==> config.mk <==
export PLATFORM = sky130hd
export DESIGN_NAME = crfb_top
export DESIGN_NICKNAME = d
export VERILOG_FILES = /design/src/design/crfb_top.v /design/src/design/crfb_skid.v /design/src/design/crfb_pack.v
export VERILOG_INCLUDE_DIRS = /design/src /design/src/design
export SDC_FILE = /design/constraint.sdc
export NUM_CORES = 1
export LEC_CHECK = 0
export BUFFER_PORTS_ARGS = -buffer_cell sky130_fd_sc_hd__buf_4
export CORE_MARGIN = 2
export CORE_UTILIZATION = 50
export CTS_CLUSTER_SIZE = 14
export DETAILED_ROUTE_END_ITERATION = 16
export PLACE_DENSITY = 0.73
export SYNTH_ARGS = -nofsm -noshare
export SYNTH_HDL_FRONTEND = slang
export SYNTH_SLANG_ARGS = --single-unit
==> constraint.sdc <==
create_clock -name aclk -period 2.1 [get_ports aclk]
set_input_delay 0.105 -clock aclk [delete_from_list [all_inputs] [get_ports aclk]]
set_output_delay 0.105 -clock aclk [all_outputs]
set_load 0.01 [all_outputs]
==> src/design/crfb_defs.vh <==
// Constants for the configuration readback frame builder
`ifndef CRFB_DEFS_VH
`define CRFB_DEFS_VH

// ****************************************************************
// Register offsets (byte addresses)
// ****************************************************************
`define CRFB_OFS_CTRL      8'h00
`define CRFB_OFS_STATUS    8'h04
`define CRFB_OFS_CFG_BASE  8'h60
`define CRFB_OFS_CFG_LAST  8'h7c

// ****************************************************************
// Control and status fields
// ****************************************************************
`define CRFB_CTRL_EN_BIT    0
`define CRFB_CTRL_NODE_LSB  8
`define CRFB_ST_BUSY_BIT    0
`define CRFB_ST_LATE_BIT    1
`define CRFB_ST_DROP_BIT    2
`define CRFB_CTRL_RESET     32'h0000_a001

// ****************************************************************
// Frame identifiers and query layout
// ****************************************************************
`define CRFB_PRIO           3'h6
`define CRFB_PF_READBACK    8'hff
`define CRFB_PS_FIRST       8'h10
`define CRFB_PF_QUERY       8'hef
`define CRFB_QUERY_CMD      8'h02
`define CRFB_FRAME_COUNT    3'h4
`define CRFB_CHAN_FRAMES    3'h3

// ****************************************************************
// Channel byte pair fields
// ****************************************************************
`define CRFB_FAST_BIT       7
`define CRFB_BASIC_MSB      6
`define CRFB_BASIC_LSB      4
`define CRFB_MULT_MSB       3
`define CRFB_MULT_LSB       0

// ****************************************************************
// Timing
// ****************************************************************
`define CRFB_RESP_LIMIT_MS  100
`define CRFB_CLK_KHZ        200000

`endif

==> src/design/crfb_top.v <==
// Configuration readback frame builder with AXI4-Lite register access
// Summary of operation
// - The channel 5 to 8 frame carries identifier 0x18FF11 then the node address, priority 6, PF 255, PS 17.
// - The following frame carries identifier 0x18FF12 then the node address, priority 6, PF 255, PS 18.
// - Frames go out only on request, and none enters the output buffer later than 100 ms after the request; buffered frames may leave later.
// - The top bit of each channel's first byte is its fast-disconnect status.
// - The three bits below it in the first byte hold the basic ON-delay code.
// - The low four bits of the first byte hold the ON-delay multiplier.
// - The second byte's top bit carries nothing and the next three hold the basic OFF-delay code.
// - The low four bits of the second byte hold the OFF-delay multiplier.
// - The channel 5 to 8 frame copies stored bytes 0x68 to 0x6F in ascending order into payload bytes 1 to 8.
// - The frame before it carries channels 1 to 4 from stored bytes 0x60 to 0x67 in the same layout.
// - The PS 18 frame copies stored bytes 0x70 to 0x77 in ascending order into payload bytes 1 to 8.
// - A query whose third byte is 0x02 is answered with four consecutive readback frames.
`timescale 1ns/1ps
`include "crfb_defs.vh"
module crfb_top #(
  parameter RESP_LIMIT_CYC = `CRFB_RESP_LIMIT_MS * `CRFB_CLK_KHZ
) (
  // Clock and reset
  input  wire        aclk,
  input  wire        aresetn,
  // AXI4-Lite write address
  input  wire        s_axil_awvalid,
  output reg         s_axil_awready,
  input  wire [7:0]  s_axil_awaddr,
  input  wire [2:0]  s_axil_awprot,
  // AXI4-Lite write data
  input  wire        s_axil_wvalid,
  output reg         s_axil_wready,
  input  wire [31:0] s_axil_wdata,
  input  wire [3:0]  s_axil_wstrb,
  // AXI4-Lite write response
  output reg         s_axil_bvalid,
  input  wire        s_axil_bready,
  output reg  [1:0]  s_axil_bresp,
  // AXI4-Lite read address
  input  wire        s_axil_arvalid,
  output reg         s_axil_arready,
  input  wire [7:0]  s_axil_araddr,
  input  wire [2:0]  s_axil_arprot,
  // AXI4-Lite read data
  output reg         s_axil_rvalid,
  input  wire        s_axil_rready,
  output reg  [31:0] s_axil_rdata,
  output reg  [1:0]  s_axil_rresp,
  // Received query frames
  input  wire        query_valid,
  output reg         query_ready,
  input  wire [28:0] query_id,
  input  wire [63:0] query_data,
  // Readback frames towards the CAN controller
  output wire        frame_valid,
  input  wire        frame_ready,
  output wire [28:0] frame_id,
  output wire [63:0] frame_data
);

  localparam ST_IDLE = 1'b0;
  localparam ST_SEND = 1'b1;
  // The limit counts clock cycles; a zero setting would wrap the compare
  // and never abort, so one cycle is the floor
  localparam [31:0] LIMIT_CYC = (RESP_LIMIT_CYC < 1) ? 32'd1 : RESP_LIMIT_CYC;

  // ****************************************************************
  // Register state
  // ****************************************************************
  reg [31:0] cfg_mem [0:7];
  reg [31:0] ctrl_reg;
  reg        late_reg;
  reg        drop_reg;
  reg        state_reg;
  reg [2:0]  frame_idx_reg;
  reg [31:0] timer_reg;

  reg        aw_held_reg;
  reg [7:0]  aw_addr_reg;
  reg        w_held_reg;
  reg [31:0] w_data_reg;
  reg [3:0]  w_strb_reg;

  wire       enable    = ctrl_reg[`CRFB_CTRL_EN_BIT];
  wire [7:0] node_addr = ctrl_reg[`CRFB_CTRL_NODE_LSB +: 8];
  wire       busy      = (state_reg == ST_SEND);

  // Late and drop stay set until software writes a one back
  wire [31:0] status_word = {29'h0, drop_reg, late_reg, busy};

  // ****************************************************************
  // AXI4-Lite write path
  // ****************************************************************
  wire       do_write  = aw_held_reg && w_held_reg && !s_axil_bvalid;
  wire       wr_cfg    = (aw_addr_reg[7:5] == 3'h3) && (aw_addr_reg[1:0] == 2'h0);
  wire       wr_ctrl   = (aw_addr_reg == `CRFB_OFS_CTRL);
  wire       wr_status = (aw_addr_reg == `CRFB_OFS_STATUS);
  wire       wr_hit    = wr_cfg || wr_ctrl || wr_status;
  wire [2:0] wr_word   = aw_addr_reg[4:2];

  integer k;
  integer j;

  // Address and data are taken in either order and held until both are in
  always @(posedge aclk) begin
    if (!aresetn) begin
      s_axil_awready <= 1'b0;
      s_axil_wready  <= 1'b0;
      s_axil_bvalid  <= 1'b0;
      s_axil_bresp   <= 2'h0;
      aw_held_reg    <= 1'b0;
      aw_addr_reg    <= 8'h00;
      w_held_reg     <= 1'b0;
      w_data_reg     <= 32'h0000_0000;
      w_strb_reg     <= 4'h0;
      ctrl_reg       <= `CRFB_CTRL_RESET;
      for (k = 0; k < 8; k = k + 1) begin
        cfg_mem[k] <= 32'h0000_0000;
      end
    end else begin
      s_axil_awready <= !aw_held_reg && !(s_axil_awvalid && s_axil_awready);
      s_axil_wready  <= !w_held_reg && !(s_axil_wvalid && s_axil_wready);
      if (s_axil_awvalid && s_axil_awready) begin
        aw_held_reg <= 1'b1;
        aw_addr_reg <= s_axil_awaddr;
      end
      if (s_axil_wvalid && s_axil_wready) begin
        w_held_reg <= 1'b1;
        w_data_reg <= s_axil_wdata;
        w_strb_reg <= s_axil_wstrb;
      end
      if (do_write) begin
        s_axil_bvalid <= 1'b1;
        s_axil_bresp  <= wr_hit ? 2'h0 : 2'h2;
        for (j = 0; j < 4; j = j + 1) begin
          if (w_strb_reg[j]) begin
            if (wr_cfg) begin
              cfg_mem[wr_word][8*j +: 8] <= w_data_reg[8*j +: 8];
            end
            if (wr_ctrl) begin
              ctrl_reg[8*j +: 8] <= w_data_reg[8*j +: 8];
            end
          end
        end
      end
      if (s_axil_bvalid && s_axil_bready) begin
        s_axil_bvalid  <= 1'b0;
        aw_held_reg    <= 1'b0;
        w_held_reg     <= 1'b0;
        s_axil_awready <= 1'b1;
        s_axil_wready  <= 1'b1;
      end
    end
  end

  // ****************************************************************
  // AXI4-Lite read path
  // ****************************************************************
  wire       rd_cfg  = (s_axil_araddr[7:5] == 3'h3) && (s_axil_araddr[1:0] == 2'h0);
  wire [2:0] rd_word = s_axil_araddr[4:2];

  always @(posedge aclk) begin
    if (!aresetn) begin
      s_axil_arready <= 1'b0;
      s_axil_rvalid  <= 1'b0;
      s_axil_rdata   <= 32'h0000_0000;
      s_axil_rresp   <= 2'h0;
    end else begin
      s_axil_arready <= !s_axil_rvalid && !(s_axil_arvalid && s_axil_arready);
      if (s_axil_arvalid && s_axil_arready) begin
        s_axil_rvalid <= 1'b1;
        s_axil_rresp  <= 2'h0;
        if (rd_cfg) begin
          s_axil_rdata <= cfg_mem[rd_word];
        end else if (s_axil_araddr == `CRFB_OFS_CTRL) begin
          s_axil_rdata <= ctrl_reg;
        end else if (s_axil_araddr == `CRFB_OFS_STATUS) begin
          s_axil_rdata <= status_word;
        end else begin
          s_axil_rdata <= 32'h0000_0000;
          s_axil_rresp <= 2'h2;
        end
      end
      if (s_axil_rvalid && s_axil_rready) begin
        s_axil_rvalid  <= 1'b0;
        s_axil_arready <= 1'b1;
      end
    end
  end

  // ****************************************************************
  // Query decode
  // ****************************************************************
  wire q_take = query_valid && query_ready;
  // Priority, page and sender are not checked, so any requester may ask
  // Identifier bits: priority and page above PF, then destination, then sender
  wire q_match = (query_id[23:16] == `CRFB_PF_QUERY) &&
                 (query_id[15:8] == node_addr) &&
                 (query_data[47:40] == `CRFB_QUERY_CMD);

  // ****************************************************************
  // Frame sequencer
  // ****************************************************************
  wire        buf_in_ready;
  wire [63:0] raw_bytes;
  wire [28:0] pack_id;
  wire [63:0] pack_data;
  wire        push = busy && buf_in_ready;
  wire        last_frame = (frame_idx_reg == `CRFB_FRAME_COUNT - 3'h1);
  wire        timed_out = busy && (timer_reg >= LIMIT_CYC - 32'd1);

  // ****************************************************************
  // Stored word selection
  // ****************************************************************
  // Frame n reads stored words 2n and 2n+1
  wire [2:0]  word_lo_idx = {frame_idx_reg[1:0], 1'b0};
  wire [2:0]  word_hi_idx = {frame_idx_reg[1:0], 1'b1};
  wire [31:0] word_lo     = cfg_mem[word_lo_idx];
  wire [31:0] word_hi     = cfg_mem[word_hi_idx];

  // Lane 0 holds the lowest address, which goes out as payload byte 1
  assign raw_bytes = {word_lo[7:0],   word_lo[15:8],
                      word_lo[23:16], word_lo[31:24],
                      word_hi[7:0],   word_hi[15:8],
                      word_hi[23:16], word_hi[31:24]};

  crfb_pack u_pack (
    .pdu_specific (`CRFB_PS_FIRST + {5'h0, frame_idx_reg}),
    .node_addr    (node_addr),
    .chan_frame   (frame_idx_reg < `CRFB_CHAN_FRAMES),
    .raw_bytes    (raw_bytes),
    .frame_id     (pack_id),
    .frame_data   (pack_data)
  );

  // A frame not handed over within the limit is dropped, never sent late
  always @(posedge aclk) begin
    if (!aresetn) begin
      state_reg     <= ST_IDLE;
      frame_idx_reg <= 3'h0;
      timer_reg     <= 32'h0000_0000;
      late_reg      <= 1'b0;
      drop_reg      <= 1'b0;
      query_ready   <= 1'b0;
    end else begin
      query_ready <= 1'b1;
      // Software clears with a one; a new event in the same cycle still wins
      if (do_write && wr_status && w_strb_reg[0]) begin
        if (w_data_reg[`CRFB_ST_LATE_BIT]) begin
          late_reg <= 1'b0;
        end
        if (w_data_reg[`CRFB_ST_DROP_BIT]) begin
          drop_reg <= 1'b0;
        end
      end
      case (state_reg)
        ST_IDLE: begin
          if (q_take && q_match && enable) begin
            state_reg     <= ST_SEND;
            frame_idx_reg <= 3'h0;
            timer_reg     <= 32'h0000_0000;
          end
        end
        ST_SEND: begin
          timer_reg <= timer_reg + 32'd1;
          // A query during an answer is not queued; the flag tells software it was lost
          if (q_take && q_match) begin
            drop_reg <= 1'b1;
          end
          if (push && !timed_out) begin
            frame_idx_reg <= frame_idx_reg + 3'h1;
            if (last_frame) begin
              state_reg <= ST_IDLE;
            end
          end else if (timed_out) begin
            late_reg  <= 1'b1;
            state_reg <= ST_IDLE;
          end
        end
        default: begin
          state_reg <= ST_IDLE;
        end
      endcase
    end
  end

  // ****************************************************************
  // Output buffer
  // ****************************************************************
  // Holding two frames lets a one-cycle stall pass; a frame taken during it drops upstream ready for the next cycle
  crfb_skid #(
    .WIDTH (93)
  ) u_skid (
    .aclk      (aclk),
    .aresetn   (aresetn),
    .in_valid  (push && !timed_out),
    .in_ready  (buf_in_ready),
    .in_data   ({pack_id, pack_data}),
    .out_valid (frame_valid),
    .out_ready (frame_ready),
    .out_data  ({frame_id, frame_data})
  );

endmodule

==> src/design/crfb_skid.v <==
// Two-entry buffer with registered valid and ready on both sides
`timescale 1ns/1ps
module crfb_skid #(
  parameter WIDTH = 93
) (
  // Clock and reset
  input  wire             aclk,
  input  wire             aresetn,
  // Fill side
  input  wire             in_valid,
  output reg              in_ready,
  input  wire [WIDTH-1:0] in_data,
  // Drain side
  output reg              out_valid,
  input  wire             out_ready,
  output reg  [WIDTH-1:0] out_data
);

  reg             skid_valid_reg;
  reg [WIDTH-1:0] skid_data_reg;

  wire take = in_valid && in_ready;
  wire give = out_valid && out_ready;

  // Second entry catches the word that arrives while the drain stalls
  always @(posedge aclk) begin
    if (!aresetn) begin
      out_valid      <= 1'b0;
      out_data       <= {WIDTH{1'b0}};
      skid_valid_reg <= 1'b0;
      skid_data_reg  <= {WIDTH{1'b0}};
      in_ready       <= 1'b0;
    end else begin
      in_ready <= 1'b1;
      if (give || !out_valid) begin
        if (skid_valid_reg) begin
          out_data       <= skid_data_reg;
          out_valid      <= 1'b1;
          skid_valid_reg <= take;
          skid_data_reg  <= in_data;
        end else begin
          out_valid <= take;
          out_data  <= in_data;
        end
      end else if (take) begin
        skid_valid_reg <= 1'b1;
        skid_data_reg  <= in_data;
        in_ready       <= 1'b0;
      end else if (skid_valid_reg) begin
        in_ready <= 1'b0;
      end
    end
  end

endmodule

==> src/design/crfb_pack.v <==
// Builds one readback frame identifier and payload from eight stored bytes
`timescale 1ns/1ps
`include "crfb_defs.vh"
module crfb_pack (
  // Frame selection
  input  wire [7:0]  pdu_specific,
  input  wire [7:0]  node_addr,
  input  wire        chan_frame,
  // Stored bytes, first byte in the top lane
  input  wire [63:0] raw_bytes,
  // Formatted frame
  output wire [28:0] frame_id,
  output reg  [63:0] frame_data
);

  integer i;

  // Priority, reserved, data page, PDU format, PDU specific, source
  assign frame_id = {`CRFB_PRIO, 1'b0, 1'b0, `CRFB_PF_READBACK, pdu_specific, node_addr};

  // Fast flag, basic and multiplier fields pass in place; only the spare top bit
  // of each second channel byte is forced low
  always @* begin
    frame_data = raw_bytes;
    for (i = 0; i < 4; i = i + 1) begin
      if (chan_frame) begin
        frame_data[16*i+`CRFB_FAST_BIT] = 1'b0;
      end
    end
  end

endmodule

==> reports/metrics.csv, run 1 <==
stage;metric;value;unit
outcome;status;finished, final reports clean;
global_routing;grt_max_degree;133;
place;gp_congestion;0.900;
route;drc_errors;0;
route;ant_nets;0;
logic_synthesis;synth_fa_ha_area_share;0.144;%
logic_synthesis;synthFlopType;dfxtp_1;
floorplanning;fp.coreArea;0.0514;mm^2
setup_path;cp_cell_sequence;nand2_2 > o311ai_2 > nor4_2 > buf_4 > a22oi_2 > buf_12 > clkbuf_16 > mux2i_1;
job;max-cap-violations;0;
cells_and_area;fin_util;62.3;%
sta;fin_crit_sh;98.8;%
logic_synthesis;synth_xor_area_share;0.370;%
global_routing;antenna_found_initial;0;
cells_and_area;antenna_cells;0;
clocking;clock_path_buffers;3;
sta;postLayoutSetupSlackWorst;25.8;ps
route;vias;19859;
floorplanning;initial_core_util;50.6;%
logic_synthesis;syn_area;0.0260;mm^2
floorplanning;die_w;232;um
clocking;clock-sinks;569;
cells_and_area;multiInputGateArea;0.0114;mm^2
setup_path;rr_endpoint;u_skid.skid_data_reg[21];
clocking;clock-root-buffer;clkbuf_16;
place;dp_slack;-59.9;ps
route;detail_route.iter0.violations;1775;
place;dp_hpwl;52000;um
sta;fin_crit;2070;ps
logic_synthesis;avgSynthCellArea;11.0;um^2
sta;hold_slack;27.8;ps
clocking;h-tree-depth;2;
cells_and_area;syn_to_final_growth;23.0;%
cells_and_area;seq_area;0.0140;mm^2
min_path;hold_start;s_axil_araddr[1];
pwr;p_leak;12.8;nW
setup_path;slowest_delay;440;ps
sta;hold_viol;0;
setup_path;required;2640;ps
logic_synthesis;synthMuxAreaShare;16.9;%
logic_synthesis;synth_area_leaders;edfxtp_1 (30%), dfxtp_1 (24%), mux4_2 (11%);
sta;setup_viol;0;
cells_and_area;fillers;3909;
pwr;vdd_drop_max;0.645;mV
setup_path;criticalPathCategory;reg2reg;
setup_path;reg2reg_from;timer_reg[20];
logic_synthesis;syn_inst;2359;
floorplanning;die_h;232;um
clocking;tritoncts;built;
global_routing;first_global_vias;19474;
sta;max_freq;482;MHz
logic_synthesis;async_flop_share;0;%
clocking;clk_pin_slew;70;ps
logic_synthesis;synth-edff-count;256;
setup_path;cp_max_fo;13;
setup_path;end_kind;register;
sta;drv_slew;0;
logic_synthesis;yosysSeqAreaShare;53.6;%
route;first_pass_iters;8;
sta;tns;0;ps
logic_synthesis;synth_common_cells;nand2_1 (394), dfxtp_1 (313), and2_1 (262);
setup_path;cp.arrival;2620;ps
global_routing;track_usage;27.2;%
logic_synthesis;ys_ff_latch;569;
logic_synthesis;synth-simple-area-share;18.2;%
cells_and_area;drive_above_1_share;23.6;%
route;routed_wl;74100;um
logic_synthesis;synth_top_cell_by_area;edfxtp_1;
min_path;holdPathEnd;s_axil_rdata[4];
clocking;cts_buffers;58;
setup_path;worst_setup_path_start_kind;register;
route;wl_per_cell;21.6;um
min_path;holdCritPathClass;in2reg;
floorplanning;num_rows;83;
sta;max_slew_margin;55.2;%
logic_synthesis;synth-compound-area-share;7.63;%
sta;tightest_slew;671;ps
floorplanning;die_area;0.0539;mm^2
sta;rsz0062_at_grt;true;
place;dp.cells;3245;
logic_synthesis;ys_types;61;
global_routing;globalRouteOverflowTotal;0;
logic_synthesis;yosys_warnings;0;
sta;clock_skew;24.3;ps
pwr;powerDensity;752;mW/mm^2
cells_and_area;final_nets;2864;
cells_and_area;stdcell_count;3429;
setup_path;slowest_stage;dfxtp_1;
route;vias_per_cell;5.79;
logic_synthesis;synth_top_family_by_area;simple AND/OR/NAND/NOR gates;
min_path;hold_depth;6;
floorplanning;io-pin-count;296;
global_routing;grt_pass1_wl;112000;um
logic_synthesis;post-synth-top-count-cell;nand2_1;
setup_path;reg2reg_depth;8;
logic_synthesis;synth_top_cell_area_share;29.5;%
place;place.port_buffers;211;
cells_and_area;largest_reg_flops;256;
clocking;clkLatencyLatePin;640;ps
setup_path;r2r_slack;30;ps
## metal layers
layer	vias to the layer above	track usage [%]	part of all wire [%]	wire length (um)
li1	9119	-	-	-
met1	9723	37.6	42	31000
met2	898	43.9	47	35000
met3	119	5.14	8.5	6340
met4	0	7.91	2.5	1860
met5	-	0	0	0
## timing repair
| action | CTS | global route |
|---|---|---|
| setup buffers | 1 | 2 |
| gates cloned | 0 | 5 |
| endpoints found under the hold margin | 55 | 0 |
| resized for setup | 2 | 26 |
| pin swaps | 1 | 8 |
| endpoints found under the setup margin | 53 | 147 |
| hold buffers | 68 | 0 |
## layout by cell type, fill, tap and decap left out, types with 10 or more instances in the layout
cell type,netlist,layout
clkbuf_16,0,63
buf_4,23,357
and3_1,11,10
nand4_1,14,14
and2_1,262,261
a211oi_1,13,13
or3_1,13,12
mux4_2,128,128
dfxtp_1,313,304
o21ai_0,68,68
nand2_1,394,393
clkbuf_8,0,13
inv_1,11,10
dlygate4sd3_1,0,68
edfxtp_1,256,256
buf_12,0,15
clkinv_2,0,12
a311oi_1,65,65
o211ai_1,10,10
clkbuf_1,124,10
or2_2,12,12
o21a_1,11,11
a21oi_1,137,137
mux2i_1,151,151
nand3_1,38,38
nor2_1,193,192
## report_power, final
group | total [W] | leakage, nW | internal [W] | switching, W
clock network | 0.0103 | 0.947 | 0.00595 | 0.00437
registers | 0.0121 | 5.19 | 0.0119 | 0.000282
logic | 0.00161 | 6.67 | 0.000771 | 0.000843
total | 0.0241 | 12.8 | 0.0186 | 0.00550
## worst max-delay path: cells and delay by family, from the launching register on
kind	cells	cell delay, ps
mux	1	200
simple gates	2	240
flops	1	440
compound gates	2	520
buf+inv	3	560
## worst max-delay path by stage
stage | startpoint | endpoint | slack (ps) | depth (start not counted)
floorplan | s_axil_bvalid | cfg_mem[5][10] | -100 | 5
finish | timer_reg[20] | u_skid.skid_data_reg[21] | 30 | 8
global placement | timer_reg[17] | u_skid.skid_data_reg[37] | 30 | 7
CTS | timer_reg[17] | u_skid.skid_data_reg[41] | -20 | 7
global route | timer_reg[20] | u_skid.skid_data_reg[41] | -40 | 8
detailed placement | timer_reg[17] | u_skid.skid_data_reg[41] | -60 | 7
## cell type report
type	instances	share of cell area [%]
clock buffers	83	5.31
clock inverters	25	0.618
inverters	12	0.156
multi-input cells	1610	35.5
flip-flops and latches	569	43.7
well taps	680	2.66
repair buffers	450	12.1
## cell families after synthesis
group	count (synthesis)
buf+inv	188
simple gates	988
flops	569
mux	279
fa+ha+maj	3
other cells	1
compound gates	320
xor+xnor	11
## metrics by stage
| stage | cell area [um^2] | total power, W |
|---|---|---|
| 2_1_floorplan | 26000 | 0.0131 |
| 3_3_place_gp | 29200 | 0.0138 |
| 3_5_place_dp | 29200 | 0.0139 |
| 4_1_cts | 31800 | 0.0241 |
| 5_1_grt | 32000 | 0.0247 |
| 6_report | 32000 | 0.0241 |
(Power assumes the default switching activity.)
==> run 2: changes to the inputs <==
==> constraint.sdc (replaced) <==
create_clock -name aclk -period 2.1 [get_ports aclk]
set_input_delay 0.21 -clock aclk [delete_from_list [all_inputs] [get_ports aclk]]
set_output_delay 0.21 -clock aclk [all_outputs]
set_load 0.01 [all_outputs]
==> run 2 against run 1 <==
The run now ends with setup timing left. Fmax is 2.1% lower. Sequential power barely moved. Clock skew decreased by 3.1 ps. Combinational power barely moved. Core utilization rose by 0.13 points. First-iteration DRC count is 13% lower. Routed wire length shrank 1.5%. Critical path depth stayed put. Critical path type unchanged.
==> reports/metrics.csv, run 2 (same netlist as run 1, synthesis figures left out) <==
stage;metric;value;unit;change
setup_path;cp_max_fo;11;;-2
cells_and_area;antenna_cells;0;;unchanged
sta;tightest_slew;719;ps;+47.9 ps
sta;fin_crit_sh;101;%;+2.1 points
setup_path;cp_cell_sequence;or3_4 > nor4_4 > nand3_2 > a22oi_2 > buf_6 > buf_12 > buf_12 > mux2i_1;;
pwr;powerDensity;761;mW/mm^2;+1.1%
clocking;clock-root-buffer;clkbuf_16;;
pwr;p_comb_share;6.6;%;about the same
pwr;p_clk_share;43.7;%;+0.8 points
sta;drv_slew;0;;unchanged
clocking;clkLatencyLatePin;620;ps;-20 ps
outcome;status;complete, but fails checks;;
global_routing;antenna_found_initial;0;;unchanged
route;vias_per_cell;5.75;;-0.67%
clocking;h-tree-depth;2;;unchanged
route;wl_per_cell;21.4;um;-1.2%
min_path;holdPathEnd;query_ready;;
setup_path;rr_endpoint;u_skid.skid_data_reg[57];;
floorplanning;die_w;232;um;unchanged
cells_and_area;drive_above_1_share;23.9;%;+0.27 points
setup_path;criticalPathCategory;reg2reg;;
sta;max_slew_margin;51.7;%;-3.5 points
sta;tns;-45.4;ps;-45.4 ps
pwr;vdd_drop_max;0.611;mV;-5.3%
place;gp_congestion;0.896;;-0.43%
setup_path;r2r_slack;-20;ps;-40 ps
route;routed_wl;73000;um;-1.5%
sta;setup_viol;9;;+9
setup_path;required;2650;ps;about the same
global_routing;grt_pass1_wl;111000;um;-1.4%
place;dp_hpwl;51700;um;-0.67%
cells_and_area;mostFrequentLayoutCells;nand2_1 (392), buf_4 (341), dfxtp_1 (304);;
pwr;switching_power;0.00545;W;-0.82%
setup_path;end_kind;register;;
cells_and_area;fin_util;62.4;%;+0.13 points
setup_path;slowest_stage;or3_4;;
clocking;tritoncts;built;;
min_path;hold_start;aresetn;;
pwr;p_int;0.0189;W;+2.0%
clocking;clock-sinks;569;;unchanged
cells_and_area;syn_to_final_growth;23.3;%;
floorplanning;die_area;0.0539;mm^2;unchanged
setup_path;cp.arrival;2660;ps;+40 ps
outcome;violations;setup timing;;
place;place.port_buffers;211;;unchanged
sta;fin_crit;2120;ps;+43.5 ps
sta;max_freq;472;MHz;-2.1%
min_path;holdCritPathClass;in2reg;;
clocking;clock_path_buffers;3;;unchanged
global_routing;first_global_vias;19373;;-0.52%
route;vias;19668;;-0.96%
floorplanning;die_h;232;um;unchanged
sta;rsz0062_at_grt;true;;
sta;postLayoutSetupSlackWorst;-17.7;ps;-43.5 ps
route;detail_route.iter0.violations;1544;;-13%
job;max-cap-violations;0;;unchanged
global_routing;track_usage;26.7;%;-0.49 points
floorplanning;num_rows;83;;unchanged
pwr;p_leak;12.8;nW;-0.24%
cells_and_area;final_common_cell;nand2_1;;
clocking;clk_pin_slew;60;ps;about the same
setup_path;worst_setup_path_start_kind;register;;
place;dp_slack;-40.6;ps;+19.3 ps
global_routing;globalRouteOverflowTotal;0;;unchanged
route;first_pass_iters;5;;-3
setup_path;reg2reg_depth;8;;unchanged
clocking;cts_buffers;58;;unchanged
setup_path;path_delay_family;simple AND/OR/NAND/NOR gates;;
route;ant_nets;0;;unchanged
sta;hold_viol;0;;unchanged
setup_path;crit_buf_inv;3;;unchanged
cells_and_area;largest_reg_flops;256;;unchanged
route;drc_errors;0;;unchanged
floorplanning;initial_core_util;50.6;%;unchanged
min_path;hold_depth;2;;-4
setup_path;slowest_delay;390;ps;-50 ps
floorplanning;io-pin-count;296;;unchanged
floorplanning;fp.coreArea;0.0514;mm^2;unchanged
global_routing;grt_max_degree;124;;-6.8%
cells_and_area;final_nets;2853;;-0.38%
sta;clock_skew;21.2;ps;-3.08 ps
setup_path;cp_common_cell;buf_12;;
setup_path;reg2reg_from;timer_reg[17];;
pwr;pwr-share-seq;49.7;%;-0.7 points
pwr;switching_share;22.3;%;-0.49 points
## run 2: final cells by class
type,instances,area [um^2]
clock inverter,21,292
clock buffer,88,1670
tap,680,851
multi-input combinational,1610,11400
inverter,12,50.0
timing repair buffer,439,3870
fill,3928,19300
sequential,569,14000
## run 2: per-stage QoR
stage	hold slack, ps	instance area [um^2]	power, W	instances
3_3_place_gp	444	29200	0.0138	3241
2_1_floorplan	238	26000	0.0131	2367
3_5_place_dp	451	29200	0.0139	3241
6_report	35.5	32100	0.0244	3419
5_1_grt	24.2	32100	0.0251	3419
4_1_cts	11.4	31800	0.0245	3409
## run 2: worst max-delay path by stage
stage,start,endpoint,cells past startpoint
floorplan,s_axil_bvalid,cfg_mem[5][10],5
global placement,timer_reg[17],u_skid.skid_data_reg[46],7
detailed placement,aw_addr_reg[7],cfg_mem[3][1],5
CTS,aw_addr_reg[7],cfg_mem[7][14],5
global route,timer_reg[17],u_skid.skid_data_reg[36],8
finish,timer_reg[17],u_skid.skid_data_reg[57],8
## run 2: power groups by stage
stage	sequential, W	combinational [W]	clock, W
floorplan	0.0123	0.000829	0
global placement	0.0123	0.00148	0
detailed placement	0.0124	0.00151	0
CTS	0.0121	0.00160	0.0108
global route	0.0122	0.00172	0.0112
finish	0.0121	0.00161	0.0107
## run 2: what timing repair did
| action | 4_1_cts | 5_1_grt |
|---|---|---|
| setup buffers | 0 | 6 |
| gates resized for setup | 2 | 40 |
| pin swaps | 1 | 5 |
| endpoints found under the hold margin | 51 | 0 |
| hold buffers | 59 | 0 |
| endpoints found under the setup margin | 171 | 500 |
| gates cloned | 0 | 4 |
## run 2: routing by layer
layer	part of all wire [%]	wire (um)	global-route usage, %
met3	9.8	7140	7.47
met2	47	34400	42.6
met1	40	29300	35.4
met4	3.1	2230	8.59
met5	0	0	0
==> run 3: changes to the inputs <==
SKIP_LAST_GASP = 1   (was unset)
==> run 3 against run 2 <==
Critical path depth unchanged. Worst hold slack improved by 4.2 ps. Global-route usage stayed put. Largest cell class unchanged. Largest power group unchanged. Clock skew increased by 3.4 ps. Design area barely moved. Routed wire length about the same. Total power barely moved. The run still ends with setup timing left. Die area unchanged. Setup slack better by 1.2 ps.
==> reports/metrics.csv, run 3 (same netlist as run 1, synthesis figures left out) <==
stage;metric;value;unit;change
cells_and_area;largest_reg_flops;256;;unchanged
clocking;clock_path_buffers;3;;unchanged
global_routing;first_global_vias;19373;;unchanged
floorplanning;io-pin-count;296;;unchanged
route;drc_errors;0;;unchanged
setup_path;end_kind;register;;
setup_path;cp_cell_sequence;or3_4 > nor4_4 > nand3_2 > a22oi_2 > buf_6 > buf_12 > buf_12 > mux2i_1;;
setup_path;crit_buf_inv;3;;unchanged
pwr;p_clk_share;43.7;%;about the same
place;post_dp_cell_area;0.0292;mm^2;unchanged
setup_path;criticalPathCategory;reg2reg;;
setup_path;reg2reg_depth;8;;unchanged
sta;fin_crit;2120;ps;-1.20 ps
min_path;hold_start;aresetn;;
floorplanning;die_w;232;um;unchanged
clocking;clkLatencyLatePin;620;ps;about the same
cells_and_area;final_common_cell;nand2_1;;
pwr;vdd_drop_max;0.613;mV;+0.27%
global_routing;grt_pass1_wl;111000;um;unchanged
clocking;clock-sinks;569;;unchanged
route;vias;19579;;-0.45%
pwr;finalPower;0.0244;W;about the same
cells_and_area;fillers;3929;;+0.025%
sta;setup_viol;3;;-6
min_path;hold_depth;2;;unchanged
sta;clock_skew;24.6;ps;+3.38 ps
sta;tns;-33.1;ps;+12.2 ps
global_routing;antenna_found_initial;0;;unchanged
global_routing;globalRouteOverflowTotal;0;;unchanged
outcome;violations;setup timing;;
pwr;pwr-share-seq;49.7;%;about the same
place;dp_hpwl;51700;um;unchanged
pwr;switching_share;22.4;%;about the same
clocking;clock-root-buffer;clkbuf_16;;
pwr;p_comb_share;6.6;%;about the same
route;first_pass_iters;5;;unchanged
cells_and_area;drive_above_1_share;23.7;%;-0.15 points
route;ant_nets;0;;unchanged
sta;max_freq;472;MHz;about the same
sta;fin_crit_sh;101;%;about the same
sta;hold_viol;0;;unchanged
setup_path;cp_common_cell;buf_12;;
setup_path;slowest_delay;390;ps;about the same
job;max-cap-violations;0;;unchanged
sta;postLayoutSetupSlackWorst;-16.5;ps;+1.20 ps
floorplanning;fp.coreArea;0.0514;mm^2;unchanged
clocking;cts_buffers;58;;unchanged
setup_path;reg2reg_from;timer_reg[17];;
setup_path;rr_endpoint;u_skid.skid_data_reg[57];;
floorplanning;die_h;232;um;unchanged
sta;max_slew_margin;51.4;%;-0.32 points
sta;tightest_slew;724;ps;+4.72 ps
global_routing;track_usage;26.7;%;unchanged
cells_and_area;fin_area;0.0320;mm^2;about the same
pwr;switching_power;0.00546;W;about the same
setup_path;cp.arrival;2660;ps;about the same
pwr;p_leak;12.8;nW;about the same
floorplanning;die_area;0.0539;mm^2;unchanged
cells_and_area;antenna_cells;0;;unchanged
cells_and_area;final_nets;2853;;unchanged
route;wl_per_cell;21.3;um;about the same
cells_and_area;mostFrequentLayoutCells;nand2_1 (392), buf_4 (343), dfxtp_1 (305);;
sta;rsz0062_at_grt;true;;
pwr;powerDensity;761;mW/mm^2;about the same
setup_path;required;2650;ps;about the same
setup_path;slowest_stage;or3_4;;
clocking;clk_pin_slew;60;ps;about the same
min_path;holdCritPathClass;in2reg;;
setup_path;cp_max_fo;11;;unchanged
floorplanning;num_rows;83;;unchanged
cells_and_area;syn_to_final_growth;23.2;%;about the same
setup_path;r2r_slack;-20;ps;about the same
clocking;tritoncts;built;;
sta;drv_slew;0;;unchanged
clocking;h-tree-depth;2;;unchanged
global_routing;grt_max_degree;124;;unchanged
min_path;holdPathEnd;query_ready;;
route;detail_route.iter0.violations;1593;;+3.2%
setup_path;path_delay_family;simple AND/OR/NAND/NOR gates;;
place;gp_congestion;0.896;;unchanged
place;place.port_buffers;211;;unchanged
route;routed_wl;73000;um;about the same
floorplanning;initial_core_util;50.6;%;unchanged
outcome;status;complete, but fails checks;;
setup_path;worst_setup_path_start_kind;register;;
route;vias_per_cell;5.73;;-0.45%
pwr;p_int;0.0189;W;unchanged
-- run 3: changes by cell type in the layout (fill, tap and decap cells not counted) --
cell     before  now
dfxtp_2       8    7
and3_4        3    0
dfxtp_1     304  305
buf_4       341  343
buf_6         8    6
and3_1        7   10
-- run 3: power groups by stage --
stage / Sequential, W / Combinational (W) / Clock [W]
floorplan: 0.0123 / 0.000829 / 0
global placement: 0.0123 / 0.00148 / 0
detailed placement: 0.0124 / 0.00151 / 0
CTS: 0.0121 / 0.00160 / 0.0108
global route: 0.0122 / 0.00172 / 0.0112
finish: 0.0121 / 0.00161 / 0.0107
-- run 3: final cells by class --
| type | count | area (um^2) | area share (%) |
|---|---|---|---|
| sequential | 569 | 14000 | 43.6 |
| multi-input combinational | 1610 | 11400 | 35.4 |
| timing repair buffer | 439 | 3860 | 12.1 |
| clock buffer | 88 | 1670 | 5.20 |
| tap | 680 | 851 | 2.65 |
| clock inverter | 21 | 292 | 0.910 |
| inverter | 12 | 50.0 | 0.156 |
-- run 3: layer usage --
layer,GRT usage (%),share of wire [%]
met3,7.47,9.6
met2,42.6,47
met5,0,0
met1,35.4,40
met4,8.59,3.1
-- run 3: timing repair --
| action | in CTS | in global routing |
|---|---|---|
| pin swaps | 1 | 5 |
| setup endpoints to repair | 171 | 500 |
| gates resized for setup | 2 | 34 |
| gates cloned | 0 | 4 |
| endpoints found under the hold margin | 51 | 0 |
| setup buffers | 0 | 6 |
| hold buffers | 59 | 0 |
-- run 3: worst max path at each step --
stage,startpoint,to,slack (ps),depth (start not counted)
2_1_floorplan,s_axil_bvalid,cfg_mem[5][10],-100,5
3_3_place_gp,timer_reg[17],u_skid.skid_data_reg[46],20,7
3_5_place_dp,aw_addr_reg[7],cfg_mem[3][1],-40,5
4_1_cts,aw_addr_reg[7],cfg_mem[7][14],-60,5
5_1_grt,timer_reg[17],u_skid.skid_data_reg[36],-100,8
6_report,timer_reg[17],u_skid.skid_data_reg[57],-20,8
-- run 3: worst reg2reg max path, stage by stage, from the launching register on --
cell	delay, ps
dfxtp_1	310
or3_4	390
nor4_4	320
nand3_2	140
a22oi_2	180
buf_6	170
buf_12	160
buf_12	160
mux2i_1	210
-- run 3: through the flow --
step	cells	setup slack, ps	hold WS [ps]	utilization, %
after floorplan	2367	-103	238	-
after global placement	3241	23.4	444	56.9
after detailed placement	3241	-40.6	451	56.9
after CTS	3409	-64.8	11.4	61.8
after global routing	3419	-99.1	25.4	62.3
final	3419	-16.5	39.6	62.3
